## src/lcdp9_regs.vh

```
// lcdp9_regs.vh: offsets, reset values, field positions and mode codes for the port nine block
// assumes 16-bit register addresses and 8-bit register data
`ifndef LCDP9_REGS_VH
`define LCDP9_REGS_VH

`define LCDP9_ADDR_W          16
`define LCDP9_OFS_LATCH       16'hFFDC
`define LCDP9_OFS_DIR         16'hFFEC
`define LCDP9_LATCH_RST       8'h00
`define LCDP9_DIR_RST         8'h00
`define LCDP9_DIR_READ        8'hFF
`define LCDP9_SEG_GPIO        4'h0
`define LCDP9_PINS_EXP_HI     7
`define LCDP9_PINS_EXP_LO     4

// power modes seen on pwr_mode
`define LCDP9_MODE_ACTIVE     3'h0
`define LCDP9_MODE_SUBACTIVE  3'h1
`define LCDP9_MODE_SLEEP      3'h2
`define LCDP9_MODE_SUBSLEEP   3'h3
`define LCDP9_MODE_WATCH      3'h4
`define LCDP9_MODE_STANDBY    3'h5

`endif

```

## src/lcdp9_sync.v

```verilog
// lcdp9_sync.v: two-stage synchroniser for a bus of pin levels
// assumes inputs are asynchronous to sys_clk; reset is already synchronised
`timescale 1ns/1ps
module lcdp9_sync
#(
	parameter W = 8
)
(
	// clock and reset
	input  wire         sys_clk,
	input  wire         rst_sync_b,
	// levels
	input  wire [W-1:0] async_in,
	output reg  [W-1:0] sync_out
);

	reg [W-1:0] meta_ff;

	// first stage feeds only the second stage
	always @(posedge sys_clk or negedge rst_sync_b)
	begin
		if (!rst_sync_b)
		begin
			meta_ff  <= {W{1'b0}};
			sync_out <= {W{1'b0}};
		end
		else
		begin
			meta_ff  <= async_in;
			sync_out <= meta_ff;
		end
	end

endmodule

```

## src/lcdp9_pinmux.v

```verilog
// lcdp9_pinmux.v: per-pin function select between general I/O, segment and expansion outputs
// assumes all select inputs are already on the sys_clk domain
`timescale 1ns/1ps
`include "lcdp9_regs.vh"
module lcdp9_pinmux
(
	// configuration
	input  wire [3:0] segment_select_field,
	input  wire       expansion_select_bit,
	input  wire [7:0] latch,
	input  wire [7:0] dir,
	// alternate sources
	input  wire [7:0] seg_drive,
	input  wire [3:0] exp_drive,
	// resolved pin drive
	output wire [7:0] mux_out,
	output wire [7:0] mux_oe
);

	wire gpio_sel;

	assign gpio_sel = (segment_select_field == `LCDP9_SEG_GPIO);

	// one select per pin; upper four pins also carry expansion signals
	genvar i;
	generate
		for (i = 0; i < 8; i = i + 1)
		begin : g_pin
			if (i >= `LCDP9_PINS_EXP_LO)
			begin : g_exp
				// expansion select outranks segment field
				assign mux_out[i] = expansion_select_bit ? exp_drive[i-4] :
					gpio_sel ? latch[i] : seg_drive[i];
				assign mux_oe[i]  = expansion_select_bit ? 1'b1 :
					gpio_sel ? dir[i] : 1'b1;
			end
			else
			begin : g_plain
				assign mux_out[i] = gpio_sel ? latch[i] : seg_drive[i];
				assign mux_oe[i]  = gpio_sel ? dir[i] : 1'b1;
			end
		end
	endgenerate

endmodule

```

## src/lcdp9_port.v

```verilog
// lcdp9_port.v: eight-pin general I/O port shared with LCD segment and expansion outputs
// assumes a single-cycle register port on sys_clk and LCD control from the LCD block
//
// Summary of operation
// - eight bidirectional pins, each with its own latch bit and direction bit.
// - output latch at FFDC, read/write, cleared to zero on reset.
// - direction register at FFEC, write-only, cleared on reset: all pins inputs.
// - port read returns latch bit where direction bit is one.
// - port read returns sampled pin level where direction bit is zero.
// - direction one drives pin from latch; zero turns driver off.
// - direction and latch matter to the pins only while segment field selects general I/O.
// - reading direction register always gives all ones.
// - pin 7: expansion latch clock, else I/O at 0000, else segment 40.
// - pin 6: expansion shift clock, else I/O at 0000, else segment 39.
// - pin 5: expansion display data, else I/O at 0000, else segment 38.
// - pin 4: expansion frame signal, else I/O at 0000, else segment 37.
// - pins 3..0: I/O at 0000, else segments 36 down to 33.
// - pins float in reset and standby, hold in sleep/subsleep/watch.
`timescale 1ns/1ps
`include "lcdp9_regs.vh"
module lcdp9_port
(
	// clock and reset
	input  wire                      sys_clk,
	input  wire                      rst_b,
	// register port
	input  wire [`LCDP9_ADDR_W-1:0]  reg_addr,
	input  wire [7:0]                reg_wdata,
	input  wire                      reg_wr,
	input  wire                      reg_rd,
	output reg  [7:0]                reg_rdata,
	// lcd port control fields
	input  wire [3:0]                segment_select_field,
	input  wire                      expansion_select_bit,
	// lcd driver sources, same clock
	input  wire [7:0]                seg_drive,
	input  wire                      expansion_latch_clock,
	input  wire                      expansion_shift_clock,
	input  wire                      expansion_display_data,
	input  wire                      expansion_frame_signal,
	// power mode, same clock
	input  wire [2:0]                pwr_mode,
	// pins
	input  wire [7:0]                pin_in,
	output reg  [7:0]                pin_out,
	output reg  [7:0]                pin_oe
);

	reg        rst_meta_ff;
	reg        rst_sync_ff;
	reg  [7:0] port_nine_output_latch_ff;
	reg  [7:0] port_nine_direction_ff;
	reg  [7:0] nxt_latch;
	reg  [7:0] nxt_dir;
	reg  [7:0] nxt_rdata;
	reg  [7:0] nxt_pin_out;
	reg  [7:0] nxt_pin_oe;
	wire [7:0] pin_sync;
	wire [7:0] mux_out;
	wire [7:0] mux_oe;
	wire       hold_mode;
	wire       float_mode;

	// reset release through two flops
	always @(posedge sys_clk or negedge rst_b)
	begin
		if (!rst_b)
		begin
			rst_meta_ff <= 1'b0;
			rst_sync_ff <= 1'b0;
		end
		else
		begin
			rst_meta_ff <= 1'b1;
			rst_sync_ff <= rst_meta_ff;
		end
	end

	// pin levels arrive asynchronously
	lcdp9_sync #(.W(8)) u_sync
	(
		.sys_clk    (sys_clk),
		.rst_sync_b (rst_sync_ff),
		.async_in   (pin_in),
		.sync_out   (pin_sync)
	);

	lcdp9_pinmux u_mux
	(
		.segment_select_field (segment_select_field),
		.expansion_select_bit (expansion_select_bit),
		.latch                (port_nine_output_latch_ff),
		.dir                  (port_nine_direction_ff),
		.seg_drive            (seg_drive),
		.exp_drive            ({expansion_latch_clock, expansion_shift_clock,
		                        expansion_display_data, expansion_frame_signal}),
		.mux_out              (mux_out),
		.mux_oe               (mux_oe)
	);

	assign float_mode = (pwr_mode == `LCDP9_MODE_STANDBY);
	assign hold_mode  = (pwr_mode == `LCDP9_MODE_SLEEP) ||
	                    (pwr_mode == `LCDP9_MODE_SUBSLEEP) ||
	                    (pwr_mode == `LCDP9_MODE_WATCH);

	// register writes; unmapped addresses are ignored
	always @*
	begin
		nxt_latch = port_nine_output_latch_ff;
		nxt_dir   = port_nine_direction_ff;
		if (reg_wr && (reg_addr == `LCDP9_OFS_LATCH))
			nxt_latch = reg_wdata;
		else if (reg_wr && (reg_addr == `LCDP9_OFS_DIR))
			nxt_dir = reg_wdata;
	end

	// read mux; unmapped addresses read zero
	always @*
	begin
		nxt_rdata = 8'h00;
		if (reg_rd && (reg_addr == `LCDP9_OFS_LATCH))
			nxt_rdata = (port_nine_direction_ff & port_nine_output_latch_ff) |
			            (~port_nine_direction_ff & pin_sync);
		else if (reg_rd && (reg_addr == `LCDP9_OFS_DIR))
			nxt_rdata = `LCDP9_DIR_READ;
	end

	// pin drive per power mode; hold keeps last drive as is
	always @*
	begin
		nxt_pin_out = mux_out;
		nxt_pin_oe  = mux_oe;
		if (float_mode)
		begin
			nxt_pin_out = 8'h00;
			nxt_pin_oe  = 8'h00;
		end
		else if (hold_mode)
		begin
			nxt_pin_out = pin_out;
			nxt_pin_oe  = pin_oe;
		end
	end

	// state registers; pins float while reset holds
	always @(posedge sys_clk or negedge rst_sync_ff)
	begin
		if (!rst_sync_ff)
		begin
			port_nine_output_latch_ff <= `LCDP9_LATCH_RST;
			port_nine_direction_ff    <= `LCDP9_DIR_RST;
			reg_rdata                 <= 8'h00;
			pin_out                   <= 8'h00;
			pin_oe                    <= 8'h00;
		end
		else
		begin
			port_nine_output_latch_ff <= nxt_latch;
			port_nine_direction_ff    <= nxt_dir;
			reg_rdata                 <= nxt_rdata;
			pin_out                   <= nxt_pin_out;
			pin_oe                    <= nxt_pin_oe;
		end
	end

endmodule

```

## config.mk

```make
export PLATFORM = sky130hd
export DESIGN_NAME = lcdp9_port
export DESIGN_NICKNAME = d
export VERILOG_FILES = /design/src/lcdp9_sync.v /design/src/lcdp9_pinmux.v /design/src/lcdp9_port.v
export VERILOG_INCLUDE_DIRS = /design/src
export SDC_FILE = /design/constraint.sdc
export NUM_CORES = 1
export LEC_CHECK = 0
export BUFFER_PORTS_ARGS = -buffer_cell sky130_fd_sc_hd__buf_4
export CORE_ASPECT_RATIO = 0.9
export CORE_UTILIZATION = 53
export CTS_CLUSTER_DIAMETER = 80
export CTS_CLUSTER_SIZE = 30
export DETAILED_ROUTE_END_ITERATION = 16
export GPL_TIMING_DRIVEN = 1
export PLACE_DENSITY = 0.91
export REMOVE_ABC_BUFFERS = 1
export SYNTH_ARGS = -nofsm -noshare
export SYNTH_HDL_FRONTEND = slang
export SYNTH_HIERARCHICAL = 1
export SYNTH_SLANG_ARGS = --single-unit
```

## constraint.sdc

```tcl
create_clock -name sys_clk -period 3 [get_ports sys_clk]
set_input_delay 0.6 -clock sys_clk [delete_from_list [all_inputs] [get_ports sys_clk]]
set_output_delay 0.6 -clock sys_clk [all_outputs]
set_load 0.005 [all_outputs]
```

==> qor.yml, run 1 <==
timing:
  worst_slew_pin_tran_ns: 1.29
  timing_max_transition_violations_final: 0
  finalWorstSetupSlack_ns: 1.26
  timing.slew.headroom_pct: 13.3
  finalHoldViolations: 0
  final.min_clock_period_ns: 1.74
  count_of_endpoints_failing_setup_in_the_final_report: 0
  clock-skew-final_ns: 0.00551
  max_freq_ghz: 0.574
  setup-tns-final_ns: 0
  min_period_over_period_pct: 58.0
  unrepaired_setup_endpoints_after_global_routing: "false"
critical_path:
  cpMaxStageDelayCell: "xnor2_1"
  cp.arrival_ns: 2.02
  worst-r2r-cell-count: 0
  worstPathCellList: "buf_4 -> xnor2_1 -> a22o_1"
  worst_path_largest_cell_delay_ns: 1.00
  setup.reg_to_reg.worst_slack_ns: 1.78
  start_kind: "input port"
  regToRegStartpoint: "rst_sync_ff$_DFF_PN0_"
  setup.worst_path.end_class: "register"
  timing_worst_setup_path_type: "in2reg"
  critical_path_required_ns: 3.27
  crit-reg2reg-capture: "pin_oe[0]$_DFFE_PN0P_"
  cp_max_fo: 16
pwr:
  total_power_mw: 1.75
  vdd_ir_drop_max_mv: 0.470
  cellPowerDensity_nw_per_um2: 560
  p_leak_nw: 1.53
cts:
  clk-insertion-delay-late_ns: 0.34
  cts_made_buffers: 9
  clock_tree.root_cell: "clkbuf_8"
  cts_num_sinks: 58
  cts_max_level: 3
  cts.path.max_buffers: 2
  tritoncts: "yes"
  clk_transition_reported_paths_ns: 0.07
  cts-resized-gates: 0
  postCtsSetupBuffers: 0
  hold_buffers: 0
die:
  core_area_um2: 4100
  initial_utilization_pct: 55.9
  placementRows: 22
  die_area_um2: 4590
  die_height_um: 64.4
  num_io_pins: 80
  die_w_um: 71.3
route:
  remaining_drc_errors: 6
  ant_nets: 0
  drtIter0Drc: 107
  drt_wl_total_um: 4830
  detail_route.first_pass.iterations: 10
  wl_per_cell_um: 15.6
  routed-via-count: 1645
  viasPerCell: 5.32
finish:
  most-common-layout-cells: "buf_4 (82), dfrtp_1 (57), mux2_2 (23), nand2_1 (17), a22o_1 (16)"
  multiInputGateArea_um2: 796
  final_core_utilization_pct: 76.2
  regArea_um2: 1450
  areaGrowthSynthToFinish_pct: 36.5
  n_fill_cell: 277
  diodes: 0
  num-nets-final: 312
  final_common_cell: "buf_4"
  final_layout_size_suffix_gt1_share_pct: 48.7
global_routing:
  grt.overflow.total: 0
  grt_antenna_before_repair: 0
  vias_in_the_first_global_route: 1706
  global_route_wire_length_before_repair_um: 8040
  groute.usage.overall_pct: 24.4
  grt_max_degree: 57
placed_design:
  place_congestion: 0.714
  dp_hpwl_um: 3450
  place_ws_ns: 0.941
  port_buffers: 79
min_path:
  hp-class: "in2async"
synthesis:
  synthesis.area_per_instance_um2: 13.4
  ys_seq_area_share_pct: 63.4
  synth.ff_latch_count: 58
  synth.lib_cells_used.distinct: 27
  netlist_area_before_placement_um2: 2290
  synth_enable_flop_cells: 0
  synth_async_sr_flop_share_pct: 100
  synth_flop_cell: "dfrtp_1"
  postSynthCellCount: 171
  yosys_warnings: 6
flow_run:
  maxCapViolCount: 0
outcome:
  result_of_the_run: "finished, violations left"
  violations: "DRC"
==> state kept, by name, indices dropped and copies added (netlist names) <==
name                       count
port_nine_direction_ff         8
pin_out                        8
u_sync/meta_ff                 8
reg_rdata                      8
u_sync/sync_out                8
rst_sync_ff                    1
rst_meta_ff                    1
pin_oe                         8
port_nine_output_latch_ff      8
==> cell usage after synthesis, types with 4 or more instances <==
| master | instances | share of area [%] |
|---|---|---|
| nand2_1 | 17 | 2.8 |
| dfrtp_1 | 58 | 63 |
| a22o_1 | 16 | 6.1 |
| nand2b_1 | 4 | 1.1 |
| nor2_1 | 9 | 1.5 |
| a21oi_1 | 8 | 1.7 |
| mux2i_1 | 4 | 1.7 |
| clkbuf_1 | 4 | 0.66 |
| or3_1 | 4 | 1.1 |
| mux2_2 | 23 | 11 |
==> power breakdown <==
part,internal (mW),total [mW],switching [mW]
Combinational,0.117,0.183,0.0661
Clock,0.388,0.713,0.325
Sequential,0.822,0.856,0.0344
==> logic make-up (layout without fill, tap and decap cells) <==
kind of cell / after synthesis / count (layout) / share of synthesized area (%)
AND/OR/NAND/NOR: 46 / 46 / 11.4
flip-flops: 58 / 58 / 63.4
XOR/XNOR: 1 / 1 / 0.382
buffers and inverters: 8 / 98 / 1.91
multiplexers: 29 / 29 / 14.0
AO/OA/AOI/OAI: 28 / 28 / 8.74
other: 1 / 1 / 0.164
==> per-layer routing <==
layer  global-route usage (%)  routed length, µm
met1                     28.4               2030
met2                     40.1               2340
met3                     10.6                400
met4                     9.00                 53
met5                        0                  0
==> cell type report <==
cell class	instances	area share (%)
Sequential cell	58	46.5
Multi-Input combinational cell	105	25.5
Timing Repair Buffer	82	19.7
Clock buffer	9	3.96
Clock inverter	7	2.52
Tap cell	48	1.92
==> critical path: cells and delay by family <==
kind                   cells  cell delay [ns]
AO/OA/AOI/OAI              1             0.29
buffers and inverters      1             0.12
XOR/XNOR                   1             1.00
==> stage by stage <==
step | cells | cell area, µm² | hold WS [ns]
finish | 309 | 3130 | 0.0222
global route | 309 | 3130 | 0.0000864
CTS | 309 | 3130 | 0.00456
detailed placement | 293 | 2920 | 0.336
global placement | 293 | 2920 | 0.333
floorplan | 163 | 2250 | 0.304
==> worst max path at each step <==
stage                        endpoint  cells after the start                    start
4_1_cts         pin_oe[5]$_DFFE_PN0P_                      3              pwr_mode[1]
3_5_place_dp    pin_oe[1]$_DFFE_PN0P_                      3              pwr_mode[1]
5_1_grt         pin_oe[7]$_DFFE_PN0P_                      3              pwr_mode[1]
6_report        pin_oe[5]$_DFFE_PN0P_                      3              pwr_mode[1]
3_3_place_gp   pin_out[5]$_DFFE_PN0P_                      3              pwr_mode[1]
2_1_floorplan  pin_out[6]$_DFFE_PN0P_                      4  segment_select_field[1]
(Power assumes the default switching activity.)
==> run 2: changes to the inputs <==
ABC_AREA = 1   (was default)
CORE_UTILIZATION = 51   (was 53)
PLACE_DENSITY = 0.87   (was 0.91)
clock period = 1.7 ns   (was 3 ns; I/O delays follow)
==> qor.yml, run 2 <==
die:
  core_area_um2: 4860  # +19%
  die_area_um2: 5390  # +17%
  placementRows: 24  # +9.1%
  die_w_um: 77.2  # +8.3%
  initial_utilization_pct: 53.4  # -2.4 points
  num_io_pins: 80  # unchanged
  die_height_um: 69.7  # +8.3%
timing:
  count_of_endpoints_failing_setup_in_the_final_report: 0  # unchanged
  setup-tns-final_ns: 0  # unchanged
  timing.slew.headroom_pct: 41.9  # +29 points
  final.min_clock_period_ns: 1.20
  timing_max_transition_violations_final: 0  # unchanged
  hold-worst-slack_ns: 0.116  # +0.0936 ns
  worst_slew_pin_tran_ns: 0.871  # -0.421 ns
  unrepaired_setup_endpoints_after_global_routing: "false"
  min_period_over_period_pct: 70.6
  clock-skew-final_ns: 0.00851  # +0.00300 ns
  max_freq_ghz: 0.833
  finalHoldViolations: 0  # unchanged
cts:
  cts_num_sinks: 58  # unchanged
  tritoncts: "yes"
  cts.path.max_buffers: 2  # unchanged
  clk-insertion-delay-late_ns: 0.33  # about the same
  cts_made_buffers: 9  # unchanged
  postCtsSetupBuffers: 0  # unchanged
  cts_max_level: 3  # unchanged
  clk_transition_reported_paths_ns: 0.06  # about the same
  clock_tree.root_cell: "clkbuf_8"
pwr:
  total_power_mw: 3.01  # +72%
  vdd_ir_drop_max_mv: 0.572  # +22%
  p_leak_nw: 1.96  # +28%
  cellPowerDensity_nw_per_um2: 873  # +56%
synthesis:
  ys_seq_area_share_pct: 55.8  # -7.5 points
  synth.top_cells.by_area: "dfrtp_1 (56%), nand2_1 (13%), inv_1 (8.7%)"
  synth.top_cells.by_count: "nand2_1 (88), inv_1 (60), dfrtp_1 (58)"
  post-synth-top-area-cell: "dfrtp_1"
  netlist_area_before_placement_um2: 2600  # +13%
  postSynthCellCount: 299  # +75%
  synth.lib_cells_used.distinct: 21  # -22%
  synthesis.area_per_instance_um2: 8.69  # -35%
  synth.ff_latch_count: 58  # unchanged
  synth_flop_cell: "dfrtp_1"
  synth_top_area_share_pct: 55.8  # -7.5 points
  yosys.cell_count.top_type: "nand2_1"
  synth_enable_flop_cells: 0  # unchanged
  synth_async_sr_flop_share_pct: 100  # unchanged
  yosys_warnings: 6  # unchanged
route:
  detail_route.first_pass.iterations: 4  # -6
  drtIter0Drc: 123  # +15%
  routed-via-count: 2204  # +34%
  viasPerCell: 4.84  # -9.0%
  remaining_drc_errors: 0  # -6
  wl_per_cell_um: 12.1  # -23%
  drt_wl_total_um: 5500  # +14%
  ant_nets: 0  # unchanged
flow_run:
  maxCapViolCount: 0  # unchanged
placed_design:
  port_buffers: 79  # unchanged
  dp_hpwl_um: 4030  # +17%
  place_congestion: 0.864  # +21%
  placement.cell_area_um2: 3260  # +12%
  place.detailed.instances: 439  # +50%
critical_path:
  crit_buf_inv: 1  # unchanged
  worstPathCellList: "buf_4"
  cp.arrival_ns: 0.86  # -1.16 ns
  timing_worst_setup_path_type: "reg2out"
  worst_path_largest_cell_delay_ns: 0.39  # -0.61 ns
  critical_path_required_ns: 1.36  # -1.91 ns
  start_kind: "register"
  cp_max_fo: 2  # -14
  cpMaxStageDelayCell: "dfrtp_1"
  cpLargestDelayFamily: "flip-flops"
  setup.worst_path.end_class: "primary output"
outcome:
  result_of_the_run: "completed"
finish:
  areaGrowthSynthToFinish_pct: 32.5
  num-nets-final: 442  # +42%
  most-common-layout-cells: "nand2_1 (88), buf_4 (81), inv_1 (60), dfrtp_1 (57), nand3_1 (38)"
  final_common_cell: "nand2_1"
  post_layout_nonfiller_instances: 455  # +47%
  final_layout_size_suffix_gt1_share_pct: 29.7  # -19 points
  final_design_area_no_fill_um2: 3440  # +10%
  n_fill_cell: 361  # +30%
  diodes: 0  # unchanged
global_routing:
  vias_in_the_first_global_route: 2173  # +27%
  grt_antenna_before_repair: 0  # unchanged
  grt.overflow.total: 0  # unchanged
  groute.usage.overall_pct: 22.4  # -2.0 points
  global_route_wire_length_before_repair_um: 9240  # +15%
  grt_max_degree: 43  # -25%
min_path:
  hp-class: "in2reg"
## run 2: changes by cell type in the layout (fill, tap and decap cells not counted), moves of 6 or more
cell and change:
o22ai_2 +10, nand3_1 +37, o22ai_1 +6, a22o_1 -16
inv_1 +60, a21oi_1 -8, o21ai_0 +6, mux2_2 -23
nand2_1 +71
## run 2: kinds of logic after synthesis
group | share of synthesized area, %
compound gates | 8.14
other cells | 0.144
flops | 55.8
simple gates | 24.7
buf+inv | 10.6
xor+xnor | 0.626
## run 2: power breakdown
part / total (mW) / switching, mW / internal [mW]
clock: 1.08 / 0.492 / 0.592
sequential: 1.50 / 0.0412 / 1.46
combinational: 0.424 / 0.195 / 0.229
## run 2: routing by layer
metal,wire (µm),global-route usage [%]
met1,2340,27.8
met2,2580,35.1
met3,447,8.68
met4,127,9.43
met5,0,0
## run 2: worst paths after layout
| path | start | to | slack [ns] | cells after the start |
|---|---|---|---|---|
| hold reg to reg | rst_sync_ff$_DFF_PN0_ | u_sync/sync_out[5]$_DFF_PN0_ | 0.16 | 0 |
| hold / removal | pin_in[7] | u_sync/meta_ff[7]$_DFF_PN0_ | 0.12 | 1 |
| setup / recovery | pin_out[4]$_DFFE_PN0P_ | pin_out[4] | 0.50 | 1 |
| max in group asynchronous | rst_sync_ff$_DFF_PN0_ | reg_rdata[2]$_DFF_PN0_ | 1.03 | 1 |
| min in group asynchronous | rst_sync_ff$_DFF_PN0_ | u_sync/sync_out[5]$_DFF_PN0_ | 0.16 | 0 |
| setup reg to reg | port_nine_output_latch_ff[7]$_DFFE_PN0P_ | pin_out[7]$_DFFE_PN0P_ | 0.67 | 6 |
## run 2: final cells by class
| class | instances | area, µm² | area share [%] |
|---|---|---|---|
| flip-flops and latches | 58 | 1450 | 42.2 |
| multi-input cells | 173 | 872 | 25.3 |
| repair buffers | 83 | 638 | 18.5 |
| inverters | 61 | 229 | 6.65 |
| clock buffers | 12 | 155 | 4.51 |
| well taps | 65 | 81.3 | 2.36 |
| clock inverters | 3 | 15.0 | 0.436 |
## run 2: repair_timing
action                                 in CTS  in global routing
resized for setup                           0                  0
endpoints found under the hold margin       2                  0
hold buffers                                1                  0
## run 2: stage by stage
step	util (%)	setup WS, ns
final	70.8	0.499
after global routing	70.8	0.418
after CTS	70.8	0.484
after detailed placement	67.1	0.207
after global placement	67.1	0.259
after floorplan	-	-0.0343
==> run 3: changes to the inputs <==
clock period = 1.2 ns   (was 1.7 ns; I/O delays follow)
==> qor.yml, run 3 (same netlist as run 2, synthesis figures left out) <==
route:
  viasPerCell: 4.89  # +0.95%
  remaining_drc_errors: 0  # unchanged
  routed-via-count: 2269  # +2.9%
  wl_per_cell_um: 12.8  # +6.2%
  detail_route.first_pass.iterations: 4  # unchanged
  drt_wl_total_um: 5960  # +8.3%
  drtIter0Drc: 207  # +68%
  ant_nets: 0  # unchanged
critical_path:
  start_kind: "register"
  critical_path_cell_count: 1  # unchanged
  cpLargestDelayFamily: "flip-flops"
  crit_buf_inv: 1  # unchanged
  worstPathCellList: "buf_4"
  worst-r2r-cell-count: 6  # unchanged
  critical_path_required_ns: 0.96  # -0.40 ns
  cp.arrival_ns: 0.88  # +0.02 ns
  timing_worst_setup_path_type: "reg2out"
  worst_path_largest_cell_delay_ns: 0.40  # about the same
  setup.worst_path.end_class: "primary output"
  cpMaxStageDelayCell: "dfrtp_1"
  cp_max_fo: 2  # unchanged
die:
  die_height_um: 69.7  # unchanged
  core_area_um2: 4860  # unchanged
  initial_utilization_pct: 53.4  # unchanged
  num_io_pins: 80  # unchanged
  placementRows: 24  # unchanged
  die_w_um: 77.2  # unchanged
  die_area_um2: 5390  # unchanged
cts:
  tritoncts: "yes"
  hold_buffers: 1  # unchanged
  cts.path.max_buffers: 2  # unchanged
  clk_transition_reported_paths_ns: 0.07  # about the same
  cts_max_level: 3  # unchanged
  cts_num_sinks: 58  # unchanged
  cts-resized-gates: 0  # unchanged
  clock_tree.root_cell: "clkbuf_8"
  clk-insertion-delay-late_ns: 0.33  # about the same
  postCtsSetupBuffers: 0  # unchanged
  cts_made_buffers: 9  # unchanged
timing:
  timing_max_transition_violations_final: 0  # unchanged
  count_of_endpoints_failing_setup_in_the_final_report: 0  # unchanged
  final.min_clock_period_ns: 1.12
  max_freq_ghz: 0.893
  clock-skew-final_ns: 0.0110  # +0.00249 ns
  unrepaired_setup_endpoints_after_global_routing: "false"
  setup-tns-final_ns: 0  # unchanged
  min_period_over_period_pct: 93.3
  finalHoldViolations: 0  # unchanged
finish:
  diodes: 0  # unchanged
  final_design_area_no_fill_um2: 3550  # +3.2%
  num-nets-final: 450  # +1.8%
  final_common_cell: "nand2_1"
  final_core_utilization_pct: 73.1  # +2.3 points
  areaGrowthSynthToFinish_pct: 36.8
  most-common-layout-cells: "nand2_1 (88), buf_4 (86), inv_1 (60), dfrtp_1 (57), nand3_1 (38)"
  final_layout_size_suffix_gt1_share_pct: 31.1  # +1.3 points
global_routing:
  grt.overflow.total: 0  # unchanged
  grt_antenna_before_repair: 0  # unchanged
  vias_in_the_first_global_route: 2159  # -0.64%
  grt_max_degree: 30  # -30%
  groute.usage.overall_pct: 23.8  # +1.4 points
  global_route_wire_length_before_repair_um: 9720  # +5.2%
placed_design:
  place_congestion: 0.854  # -1.1%
  dp_hpwl_um: 4430  # +9.9%
  port_buffers: 79  # unchanged
  placement.cell_area_um2: 3320  # +1.8%
pwr:
  total_power_mw: 4.54  # +51%
  p_leak_nw: 2.01  # +2.2%
  vdd_ir_drop_max_mv: 0.862  # +51%
  cellPowerDensity_nw_per_um2: 1280  # +46%
min_path:
  hold_depth: 1  # unchanged
  hp-class: "in2reg"
outcome:
  result_of_the_run: "completed"
flow_run:
  maxCapViolCount: 0  # unchanged
run 3: report_power, final:
group | switching [mW] | internal (mW)
registers | 0.0522 | 2.06
clock network | 0.767 | 1.01
logic | 0.300 | 0.348
total | 1.12 | 3.42
run 3: worst paths after layout:
path | startpoint | endpoint | slack (ns)
min in group asynchronous | rst_b | rst_meta_ff$_DFF_PN0_ | 0.23
max in group asynchronous | rst_sync_ff$_DFF_PN0_ | port_nine_direction_ff[7]$_DFFE_PN0P_ | 0.65
hold reg to reg | rst_sync_ff$_DFF_PN0_ | pin_oe[2]$_DFFE_PN0P_ | 0.26
setup reg to reg | port_nine_output_latch_ff[7]$_DFFE_PN0P_ | pin_out[7]$_DFFE_PN0P_ | 0.24
setup / recovery | pin_out[1]$_DFFE_PN0P_ | pin_out[1] | 0.08
hold / removal | pin_in[0] | u_sync/meta_ff[0]$_DFF_PN0_ | 0.02
run 3: final cells by class:
| type | count | area [µm²] |
|---|---|---|
| clock buffers | 10 | 138 |
| clock inverters | 6 | 66.3 |
| multi-input cells | 173 | 872 |
| well taps | 65 | 81.3 |
| flip-flops and latches | 58 | 1450 |
| repair buffers | 91 | 716 |
| inverters | 61 | 229 |
| fillers | 357 | 1310 |
run 3: stage by stage:
stage               hold WS [ns]  setup slack, ns  std cells
global placement          0.0235          -0.0377        445
finish                    0.0158           0.0807        464
CTS                      0.00116           0.0668        462
detailed placement        0.0242          -0.0740        445
floorplan                -0.0556           -0.534        292
global route            0.000529           0.0407        464
run 3: metal layers:
layer  track usage [%]  part of all wire, %  vias up
met5                 0                    0        -
met4              12.4                  2.9        0
met3              5.13                  7.0       21
met2              38.3                   49      106
met1              30.3                   41     1035
li1                  -                    -     1107
